**config.mk**
```make
export PLATFORM = sky130hd
export DESIGN_NAME = psis_master
export DESIGN_NICKNAME = d
export VERILOG_FILES = /design/src/rtl/psis_pkg.sv /design/src/rtl/psis_crc_if.sv /design/src/rtl/psis_crc8.sv /design/src/rtl/psis_master.sv
export SDC_FILE = /design/constraint.sdc
export NUM_CORES = 1
export LEC_CHECK = 0
export BUFFER_PORTS_ARGS = -buffer_cell sky130_fd_sc_hd__buf_2
export CORE_AREA = 8 8 98 100
export DETAILED_ROUTE_END_ITERATION = 7
export DIE_AREA = 0 0 106 108
export PLACE_DENSITY_LB_ADDON = 0.2
export SETUP_SLACK_MARGIN = 0.4
export SYNTH_ARGS = -nofsm -noshare
export SYNTH_HDL_FRONTEND = slang
export SYNTH_SLANG_ARGS = --single-unit
```
**constraint.sdc**
```tcl
create_clock -name i_clk -period 3.53 [get_ports i_clk]
set_clock_uncertainty 0.1 [all_clocks]
set_input_delay 0.5295 -clock i_clk [delete_from_list [all_inputs] [get_ports i_clk]]
set_output_delay 0.5295 -clock i_clk [all_outputs]
set_load 0.01 [all_outputs]
```
**src/rtl/psis_pkg.sv**
```systemverilog
/*
  Constants and types shared by the pressure sensor bus master.
  Assumes one 200 MHz system clock and an open-drain two-wire bus.
*/
package psis_pkg;

  // ==========================================================
  // timing
  localparam int unsigned CLK_HZ        = 200_000_000;
  localparam int unsigned SCL_HZ        = 100_000;
  localparam int unsigned SCL_MAX_HZ    = 400_000;
  localparam int unsigned QTR_CYC       = CLK_HZ / (4 * SCL_HZ);
  localparam int unsigned STRETCH_MAX_US = 10_000;
  localparam int unsigned STRETCH_CYC   =
    (CLK_HZ / 1_000_000) * STRETCH_MAX_US;

  // ==========================================================
  // header and command
  localparam logic [6:0] DEV_ADDR_DFLT = 7'h40;
  localparam logic       DIR_WR        = 1'h0;
  localparam logic       DIR_RD        = 1'h1;
  localparam logic [7:0] CMD_TRIG      = 8'hF1;
  localparam logic [2:0] BIT_MSB       = 3'h7;

  // ==========================================================
  // checksum
  localparam logic [7:0] CRC_POLY = 8'h31;
  localparam logic [7:0] CRC_INIT = 8'h00;

  // ==========================================================
  // byte order of one measurement
  localparam logic [2:0] SEQ_ADDR_WR = 3'h0;
  localparam logic [2:0] SEQ_CMD     = 3'h1;
  localparam logic [2:0] SEQ_ADDR_RD = 3'h2;
  localparam logic [2:0] SEQ_DATA_HI = 3'h3;
  localparam logic [2:0] SEQ_DATA_LO = 3'h4;
  localparam logic [2:0] SEQ_CRC     = 3'h5;

  // ==========================================================
  // bit phases within one scl period
  localparam logic [1:0] PH_DATA = 2'h0;
  localparam logic [1:0] PH_RISE = 2'h1;
  localparam logic [1:0] PH_HIGH = 2'h2;
  localparam logic [1:0] PH_FALL = 2'h3;

  typedef enum logic [2:0] {
    PSIS_IDLE  = 3'h0,
    PSIS_START = 3'h1,
    PSIS_BIT   = 3'h3,
    PSIS_ACK   = 3'h2,
    PSIS_STOP  = 3'h6,
    PSIS_DONE  = 3'h7
  } psis_state_e;

endpackage

```
**src/rtl/psis_crc_if.sv**
```systemverilog
/*
  Carrier between the bus master and its checksum unit.
  Assumes both ends run on the same system clock.
*/
`timescale 1ns/1ps
`default_nettype none
interface psis_crc_if;
  logic       clr;
  logic       en;
  logic       bit_in;
  logic [7:0] crc;
  modport calc (input clr, input en, input bit_in, output crc);
  modport user (output clr, output en, output bit_in, input crc);
endinterface
`default_nettype wire

```
**src/rtl/psis_crc8.sv**
```systemverilog
/*
  Bit-serial CRC-8 over received result bits.
  Assumes bits arrive msb first, one per enable pulse.
*/
`timescale 1ns/1ps
`default_nettype none
module psis_crc8
  import psis_pkg::*;
(
  // clock and reset
  input  wire logic   i_clk,
  input  wire logic   i_nrst,
  // bit stream
  psis_crc_if.calc    bus
);

  logic [7:0] crc_r;
  logic       fb_w;
  logic [7:0] crc_nxt;

  // ==========================================================
  // shift with feedback, no reflection and no final inversion
  assign fb_w    = crc_r[7] ^ bus.bit_in;
  assign crc_nxt = {crc_r[6:0], 1'h0} ^ (fb_w ? CRC_POLY : 8'h00);
  assign bus.crc = crc_r;

  always_ff @(posedge i_clk) begin
    if (!i_nrst || bus.clr) begin
      crc_r <= CRC_INIT;
    end else if (bus.en) begin
      crc_r <= crc_nxt;
    end
  end

endmodule
`default_nettype wire

```
**src/rtl/psis_master.sv**
```systemverilog
/*
  Bus master that triggers and reads one differential pressure result.
  Assumes external pull-ups on scl and sda and a slave that may stretch.
*/
// Operation
// - header is address then direction bit, 0 write, 1 read.
// - read header for the default address is hex 81.
// - master makes START; bus busy from then on.
// - master makes STOP; bus free afterwards.
// - receiver pulls sda low in the ninth bit to acknowledge.
// - sda released in the ninth bit means not-acknowledge.
// - master waits for scl high before clocking on.
// - bytes are eight bits, msb first, each followed by acknowledge.
// - every sequence opens with START and a header byte.
// - direction 0 keeps master to slave; 1 turns after header.
// - scl runs at 100 kHz typical, never above 400 kHz.
// - lines are only pulled low or released, never driven high.
// - command F1 arms; following read header starts the conversion.
`timescale 1ns/1ps
`default_nettype none
module psis_master
  import psis_pkg::*;
#(
  parameter logic [6:0]  DEV_ADDR      = DEV_ADDR_DFLT,
  parameter int unsigned QTR_CYC_P     = QTR_CYC,
  parameter int unsigned STRETCH_CYC_P = STRETCH_CYC
) (
  // clock and reset
  input  wire logic        i_clk,
  input  wire logic        i_nrst,
  // request
  input  wire logic        i_start,
  input  wire logic        i_crc_en,
  // result
  output logic             o_busy,
  output logic             o_done,
  output logic             o_err,
  output logic [15:0]      o_data,
  output logic [7:0]       o_crc,
  output logic             o_crc_ok,
  // bus pins
  input  wire logic        i_scl,
  output logic             o_scl_o,
  output logic             o_scl_oe,
  input  wire logic        i_sda,
  output logic             o_sda_o,
  output logic             o_sda_oe
);

  localparam int DW = $clog2(QTR_CYC_P + 1);
  localparam int TW = $clog2(STRETCH_CYC_P + 1);
  localparam logic [DW-1:0] DIV_LAST = DW'(QTR_CYC_P - 1);
  localparam logic [TW-1:0] TMO_LAST = TW'(STRETCH_CYC_P - 1);

  psis_state_e state_r;
  logic [DW-1:0] div_r;
  logic [TW-1:0] tmo_r;
  logic          tick_r;
  logic [1:0]    ph_r;
  logic [2:0]    bit_r;
  logic [2:0]    seq_r;
  logic [7:0]    sh_r;
  logic          nack_r;
  logic          crc_en_r;
  logic          scl_m_r, scl_s_r, sda_m_r, sda_s_r;
  logic          busy_r, done_r, err_r, crc_ok_r;
  logic [15:0]   data_r;
  logic [7:0]    crc_rx_r;
  logic          scl_oe_r, sda_oe_r, zero_r;

  psis_crc_if crc_bus ();

  psis_crc8 u_crc (
    .i_clk  (i_clk),
    .i_nrst (i_nrst),
    .bus    (crc_bus.calc)
  );

  // ==========================================================
  // pin synchronisers
  always_ff @(posedge i_clk) begin
    if (!i_nrst) begin
      scl_m_r <= 1'h1;
      scl_s_r <= 1'h1;
      sda_m_r <= 1'h1;
      sda_s_r <= 1'h1;
    end else begin
      scl_m_r <= i_scl;
      scl_s_r <= scl_m_r;
      sda_m_r <= i_sda;
      sda_s_r <= sda_m_r;
    end
  end

  // ==========================================================
  // quarter-bit enable; 100 kHz keeps us under the 400 kHz ceiling
  always_ff @(posedge i_clk) begin
    if (!i_nrst || div_r == DIV_LAST) begin
      div_r <= '0;
    end else begin
      div_r <= div_r + DW'(1);
    end
  end

  always_ff @(posedge i_clk) begin
    if (!i_nrst) begin
      tick_r <= 1'h0;
    end else begin
      tick_r <= (div_r == DIV_LAST);
    end
  end

  // ==========================================================
  // decode
  wire active_w = (state_r != PSIS_IDLE) && (state_r != PSIS_DONE);
  // slave still holds scl low after we released it
  wire stall_w  = active_w && (ph_r == PH_HIGH) && !scl_oe_r &&
                  !scl_s_r;
  wire adv_w    = tick_r && !stall_w;
  wire tmo_w    = stall_w && (tmo_r == TMO_LAST);
  wire is_rx_w  = (seq_r >= SEQ_DATA_HI);
  wire ack_w    = (seq_r == SEQ_DATA_HI) ||
                  ((seq_r == SEQ_DATA_LO) && crc_en_r);
  wire [7:0] tx_byte_w =
    (seq_r == SEQ_ADDR_WR) ? {DEV_ADDR, DIR_WR} :
    (seq_r == SEQ_CMD)     ? CMD_TRIG :
                             {DEV_ADDR, DIR_RD};
  wire to_stop_w = nack_r || (seq_r == SEQ_CMD) ||
                   (is_rx_w && !ack_w);
  wire last_ph_w = adv_w && (ph_r == PH_FALL);

  assign crc_bus.clr    = (state_r == PSIS_IDLE) && i_start;
  assign crc_bus.en     = adv_w && (state_r == PSIS_BIT) &&
                          (ph_r == PH_HIGH) &&
                          ((seq_r == SEQ_DATA_HI) ||
                           (seq_r == SEQ_DATA_LO));
  assign crc_bus.bit_in = sda_s_r;

  // hold timeout keeps a dead slave from hanging the master
  always_ff @(posedge i_clk) begin
    if (!i_nrst || !stall_w) begin
      tmo_r <= '0;
    end else begin
      tmo_r <= tmo_r + TW'(1);
    end
  end

  // ==========================================================
  // sequencer
  always_ff @(posedge i_clk) begin
    if (!i_nrst) begin
      state_r  <= PSIS_IDLE;
      ph_r     <= PH_DATA;
      bit_r    <= BIT_MSB;
      seq_r    <= SEQ_ADDR_WR;
      sh_r     <= 8'h00;
      nack_r   <= 1'h0;
      crc_en_r <= 1'h0;
      busy_r   <= 1'h0;
      done_r   <= 1'h0;
      err_r    <= 1'h0;
      crc_ok_r <= 1'h0;
      data_r   <= 16'h0000;
      crc_rx_r <= 8'h00;
      scl_oe_r <= 1'h0;
      sda_oe_r <= 1'h0;
      zero_r   <= 1'h0;
    end else begin
      done_r <= 1'h0;
      if (tmo_w) begin
        scl_oe_r <= 1'h0;
        sda_oe_r <= 1'h0;
        err_r    <= 1'h1;
        state_r  <= PSIS_DONE;
      end else if (state_r == PSIS_IDLE) begin
        if (i_start) begin
          busy_r   <= 1'h1;
          err_r    <= 1'h0;
          nack_r   <= 1'h0;
          crc_en_r <= i_crc_en;
          seq_r    <= SEQ_ADDR_WR;
          ph_r     <= PH_DATA;
          state_r  <= PSIS_START;
        end
      end else if (state_r == PSIS_DONE) begin
        done_r   <= 1'h1;
        busy_r   <= 1'h0;
        crc_ok_r <= (crc_rx_r == crc_bus.crc);
        state_r  <= PSIS_IDLE;
      end else if (adv_w) begin
        ph_r <= ph_r + 2'h1;
        case (state_r)
          PSIS_START: begin
            if (ph_r == PH_DATA) begin
              sda_oe_r <= 1'h0;
              scl_oe_r <= 1'h0;
            end else if (ph_r == PH_HIGH) begin
              sda_oe_r <= 1'h1;
            end else if (ph_r == PH_FALL) begin
              scl_oe_r <= 1'h1;
              bit_r    <= BIT_MSB;
              state_r  <= PSIS_BIT;
            end
          end
          PSIS_BIT: begin
            if (ph_r == PH_DATA) begin
              sda_oe_r <= !is_rx_w && !tx_byte_w[bit_r];
            end else if (ph_r == PH_RISE) begin
              scl_oe_r <= 1'h0;
            end else if (ph_r == PH_HIGH) begin
              sh_r <= {sh_r[6:0], sda_s_r};
            end else begin
              scl_oe_r <= 1'h1;
              bit_r    <= bit_r - 3'h1;
              if (bit_r == 3'h0) begin
                state_r <= PSIS_ACK;
              end
            end
          end
          PSIS_ACK: begin
            if (ph_r == PH_DATA) begin
              sda_oe_r <= is_rx_w && ack_w;
            end else if (ph_r == PH_RISE) begin
              scl_oe_r <= 1'h0;
            end else if (ph_r == PH_HIGH) begin
              nack_r <= !is_rx_w && sda_s_r;
              if (seq_r == SEQ_DATA_HI) data_r[15:8] <= sh_r;
              if (seq_r == SEQ_DATA_LO) data_r[7:0]  <= sh_r;
              if (seq_r == SEQ_CRC)     crc_rx_r     <= sh_r;
            end else begin
              scl_oe_r <= 1'h1;
              bit_r    <= BIT_MSB;
              if (to_stop_w) begin
                err_r   <= nack_r;
                state_r <= PSIS_STOP;
              end else begin
                seq_r   <= seq_r + 3'h1;
                state_r <= PSIS_BIT;
              end
            end
          end
          PSIS_STOP: begin
            if (ph_r == PH_DATA) begin
              sda_oe_r <= 1'h1;
            end else if (ph_r == PH_RISE) begin
              scl_oe_r <= 1'h0;
            end else if (ph_r == PH_HIGH) begin
              sda_oe_r <= 1'h0;
            end else if (seq_r == SEQ_CMD && !err_r) begin
              seq_r   <= SEQ_ADDR_RD;
              state_r <= PSIS_START;
            end else begin
              state_r <= PSIS_DONE;
            end
          end
          default: begin
            state_r <= PSIS_IDLE;
          end
        endcase
      end
    end
  end

  // ==========================================================
  // outputs; pin data is a constant low so lines are never driven high
  assign o_busy   = busy_r;
  assign o_done   = done_r;
  assign o_err    = err_r;
  assign o_data   = data_r;
  assign o_crc    = crc_rx_r;
  assign o_crc_ok = crc_ok_r;
  assign o_scl_o  = zero_r;
  assign o_sda_o  = zero_r;
  assign o_scl_oe = scl_oe_r;
  assign o_sda_oe = sda_oe_r;
endmodule
`default_nettype wire

```
# Word-level counts from Yosys, hierarchy flattened

Cells that the tools add are included.

Output and inout bits: 32
Register bits: 94
Word-level logic and storage cells: 262

Reduce and logical (&&, ||, !) cells: 66
Equality and inequality tests: 66
Order comparisons: 2
Bitwise gates (word level): 8
Add/sub/neg operators: 5
Muxes and demuxes: 91

Operator list:

| cell                                                | count |
|---|---|
| two-way mux 3 bit                                   | 41 |
| != test 3 bit, second input constant                | 20 |
| != test 5 bit, second input constant                | 12 |
| two-way mux 1 bit                                   | 37 |
| AND reduction 9 bit                                 | 4 |
| != test 2 bit, second input constant                | 17 |
| AND reduction 8 bit                                 | 3 |
| adder 21 x 1 -> 21 bit, second input constant       | 1 |
| equality test 21 bit, second input constant         | 1 |
| nonzero test 3 bit                                  | 7 |
| logical AND 1 bit                                   | 16 |
| AND reduction 15 bit                                | 1 |
| two-way mux 7 bit                                   | 2 |
| AND reduction 14 bit                                | 1 |
| AND reduction 13 bit                                | 1 |
| equality test 3 bit, second input constant          | 4 |
| one-hot mux 3 bit (4 select lines)                  | 1 |
| AND reduction 10 bit                                | 1 |
| adder 9 x 1 -> 9 bit, second input constant         | 1 |
| equality test 3 x 2 -> 1 bit, second input constant | 3 |
| equality test 9 bit, second input constant          | 1 |
| logical NOT 3 bit                                   | 3 |
| one-hot mux 3 bit (3 select lines)                  | 1 |
| AND reduction 3 bit                                 | 3 |
| other kinds (28)                                    | 56 |

# Depth between registers and ports, before layout

Word-level depth: 15
Gate-level depth with buffers: 8
Gate-level depth less buffers: 7

# Hierarchy

From an unflattened synthesis, not the netlist that was laid out.

Cells, all modules: 518
Area, all modules: 4594.4 um2

By module, submodules not included:

| module      | cells an instance | times used | area each (um2) | seq. area each (um2) |
|---|---|---|---|---|
| psis_master | 480               | 1          | 4214.0          | 1721.7 |
| psis_crc8   | 38                | 1          | 380.4           | 160.2 |

# Worst setup path before layout

Ideal clock, no wire load.

Path kind: register -> register
From: register ph_r[0]
To: register u_crc.crc_r[1], in the netlist u_crc.bus.crc[1]
Clock period less this slack: 2.265 ns
Library setup time: 0.123 ns
Path slack: 1.265 ns
Arrival time: 2.042 ns
Path buffers: 1
Stages on the path, launching flop included: 9
Cell sequence: dfxtp_1 -> inv_1 -> ha_1 -> or3b_2 -> buf_2 -> o31ai_4 -> a2111oi_4 -> mux2i_1 -> nor2_1

Word-level cells in the longest chain between the ends: 9

RTL lines:

| what                           | line                                   | source |
|---|---|---|
| from (decl)                    | psis_master.sv:59                      | `logic [1:0] ph_r;` |
| from (signal assigned)         | psis_master.sv:191                     | `ph_r <= ph_r + 2'h1;` |
| equality test 2 bit *          | psis_master.sv:117, psis_master.sv:134 |  |
| logical AND 1 bit (3 in a row) | psis_master.sv:117                     | `wire stall_w = active_w && (ph_r == PH_HIGH) && !scl_oe_r &&` |
| logical NOT 1 bit              | psis_master.sv:119                     | `wire adv_w = tick_r && !stall_w;` |
| logical AND 1 bit              | psis_master.sv:119                     |  |
| logical AND 1 bit              | psis_master.sv:133                     | `assign crc_bus.en = adv_w && (state_r == PSIS_BIT) &&` |
| logical AND 1 bit *            | psis_master.sv:133                     |  |
| logical AND 1 bit *            | psis_master.sv:134                     | `(ph_r == PH_HIGH) &&` |
| to (signal assigned)           | psis_crc8.sv:31                        | `crc_r <= crc_nxt;` |
| to (decl)                      | psis_crc8.sv:17                        | `logic [7:0] crc_r;` |

Mark *: on every way between the ends. The rest lies on a longest branch, timed or not.
A chain may end at the register's enable or synchronous reset.

# Final worst setup path

From: register ph_r[0]
To: register tmo_r[9]

Word-level cells in the longest chain between the ends: 6

RTL lines:

| what                           | line               | source |
|---|---|---|
| equality test 2 bit            | psis_master.sv:117 |  |
| logical AND 1 bit (3 in a row) | psis_master.sv:117 |  |
| logical NOT 1 bit              | psis_master.sv:141 | `if (!i_nrst \|\| !stall_w) begin` |
| logical OR 1 bit               | psis_master.sv:141 |  |
| to (signal assigned)           | psis_master.sv:144 | `tmo_r <= tmo_r + TW'(1);` |
| to (decl)                      | psis_master.sv:57  | `logic [TW-1:0] tmo_r;` |

No other way between the ends.

==> reports/results.txt <==
Synth top cells by count: nor2_1 (95), dfxtp_1 (94), mux2i_1 (42)
vias in the first global route: 3426
global-route wire length before repair: 16200 microns
post-CTS sizing: 0
Power Density: 426 nW/um^2
Synth Area in XOR/XNOR: 7.03%
# rows: 33
post-synthesis cell type count: 62
core outline area: 8050 sq um
PortBufs: 35
critical-path cell list: inv_1, ha_1, or3b_2, nor3_1, nand2_1, a21oi_1
die height: 108 microns
Post-Synth Simple-Gate Area: 23.1%
vias per cell: 5.64
Setup crit end: tmo_r[9]$_SDFF_PP0_
post-synth top area share: 42.0%
Top FF cell, synth: dfxtp_1
CP Launch Point: ph_r[0]$_SDFFE_PN0P_
final slew viol count: 0
Die Footprint: 11400 sq um
Critical R2R Launch: ph_r[0]$_SDFFE_PN0P_
Worst setup EP type: flop
multiplexer share of the synthesized area: 9.62%
status: finished clean
compound-gate portion of the synthesized area: 10.5%
crit path time final: 2910 ps
cells on worst reg2reg path: 6
dpl hpwl: 6830 microns
hold_buf cts: 0
Clock Tree Buf Depth: 2
initial antenna violation count: 0
sequential share of the synthesized area: 42.0%
Critical Path Max Stage Delay: 620 ps
Avg Cell Area, Syn: 8.94 sq um
post-layout power: 2.08 mW
post-route ant nets: 0
Starting DRT DRC Count: 219
Num CTS Buffers: 9
Synth warnings: 0
Worst Path Required: 3710 ps
number of synthesized register bits: 94
main area contributors after synthesis: dfxtp_1 (42%), mux2i_1 (9.4%), nor2_1 (7.9%)
Initial Utilization: 55.7%
r2r endpoint: tmo_r[9]$_SDFF_PP0_
Setup CP Type: reg2reg
Synth area leader: dfxtp_1
io pins: 38
FMAX: 343 MHz
Max VDD drop: 0.000246 V
CTS H-tree depth: 3
crit-path max FO: 20
Die Wd: 106 microns
Worst Setup Start Kind: flop
Fillers: 744
mapped cell area: 4490 sq um
Worst-Skew Late Latency: 370 ps
most numerous cell in the Yosys netlist: nor2_1
Post-Synth Adder-Cell Area: 3.85%
leakage power: 1.90 nW
Hold Fails Final Rpt: 0
Slew headroom: 43.7%
diode count: 0
Final setup viols: 0
drt pass-1 iters: 4
nets@finish: 548
worst slew pin tran: 833 ps
largest family of logic cells by synthesized area: simple AND/OR/NAND/NOR gates
Detailed Route WL: 9660 microns
largest net degree at the start of global routing: 47
Via Count: 3601
Hold Crit Class: in2reg
GRT Total Usage: 17.2%
Residual DRC: 0
CTS root buf: clkbuf_8
number of enable flip-flop cells after synthesis: 0
cells after synthesis: 502
post-CTS setup buffer count: 0
CTS tree: done
worst reg2reg setup slack: 620 ps
Arr. time, crit path: 3090 ps
placer congestion estimate: 0.910
unrepaired setup endpoints after global routing: no
layout cells sized above 1: 12.5%
total congestion overflow: 0
Layout area overhead: 9.12%
setup tns final: 0 ps
Final Cycle Share: 82.5%
Max Cap Violations: 0
cell with the largest stage delay on the worst path: or3b_2
Hold Path Depth: 2
clk sinks: 94
clk slew on worst S/H paths: 110 ps
WL/cell: 15.1 microns
FFs w/ async S/R, synth: 0%
## power by group
| group | total, mW | switching [mW] | internal [mW] | leakage (nW) |
|---|---|---|---|---|
| Sequential | 1.13 | 0.0479 | 1.08 | 0.760 |
| Clock | 0.702 | 0.428 | 0.274 | 0.0953 |
| Combinational | 0.255 | 0.157 | 0.0974 | 1.05 |
## cell type report
| class | instances | area (sq um) | share of cell area (%) |
|---|---|---|---|
| inverter | 16 | 60.1 | 1.23 |
| clock buffer | 9 | 124 | 2.53 |
| tap | 105 | 131 | 2.68 |
| multi-input combinational | 370 | 2430 | 49.7 |
| clock inverter | 7 | 66.3 | 1.35 |
| sequential | 94 | 1880 | 38.4 |
| timing repair buffer | 38 | 198 | 4.04 |
## sequential cells by signal, indices dropped and copies added, names as in the netlist, 2 cells and up
signal         cells
bit_r              3
div_r              9
o_crc              8
o_data            16
ph_r               2
seq_r              3
sh_r               8
state_r            3
tmo_r             21
u_crc.bus.crc      8
## stage by stage
| step | setup slack (ps) | cells | utilization, % | hold slack (ps) | area [sq um] |
|---|---|---|---|---|---|
| global route | 429 | 639 | 60.8 | 219 | 4890 |
| global placement | 794 | 623 | 58.4 | 292 | 4700 |
| floorplan | 1260 | 503 | - | 286 | 4490 |
| CTS | 646 | 639 | 60.8 | 217 | 4890 |
| finish | 619 | 639 | 60.8 | 232 | 4890 |
| detailed placement | 683 | 623 | 58.4 | 291 | 4700 |
## critical path, delay by kind of cell (launching register included)
family | cells | cell delay (ps)
fa+ha+maj | 1 | 400
compound gates | 1 | 270
flops | 1 | 370
buf+inv | 1 | 110
simple gates | 3 | 1580
## worst min path at each step
stage / startpoint / end / slack (ps)
2_1_floorplan: sda_m_r$_SDFF_PN1_ / crc_bus.bit_in$_SDFF_PN1_ / 290
3_3_place_gp: sda_m_r$_SDFF_PN1_ / crc_bus.bit_in$_SDFF_PN1_ / 290
3_5_place_dp: sda_m_r$_SDFF_PN1_ / crc_bus.bit_in$_SDFF_PN1_ / 290
4_1_cts: i_scl / scl_m_r$_SDFF_PN1_ / 220
5_1_grt: i_scl / scl_m_r$_SDFF_PN1_ / 220
6_report: i_scl / scl_m_r$_SDFF_PN1_ / 230
## cell usage in the layout, fill, tap and decap left out, types with 6 or more instances in the layout
| cell | netlist | routed |
|---|---|---|
| nand3_1 | 15 | 15 |
| nor2_1 | 95 | 95 |
| xnor2_1 | 13 | 13 |
| buf_2 | 4 | 35 |
| ha_1 | 13 | 13 |
| and3_1 | 6 | 6 |
| inv_1 | 16 | 16 |
| nand4_1 | 10 | 10 |
| nand2_1 | 29 | 29 |
| o21ai_0 | 14 | 14 |
| a21oi_1 | 17 | 17 |
| mux2i_1 | 42 | 42 |
| clkbuf_8 | 0 | 9 |
| nand2b_1 | 10 | 10 |
| xor2_1 | 23 | 23 |
| dfxtp_1 | 94 | 94 |
## cell families after synthesis
group | Yosys count
simple gates | 209
flops | 94
compound gates | 66
mux | 43
buf+inv | 39
xor+xnor | 36
fa+ha+maj | 14
other cells | 1
## layer usage
layer	track usage, %	part of all wire (%)
met5	0	0
met4	8.94	2.5
met3	4.05	5.2
met2	27.7	48
met1	21.2	44
Note: power is estimated with default switching activity, not from simulation.
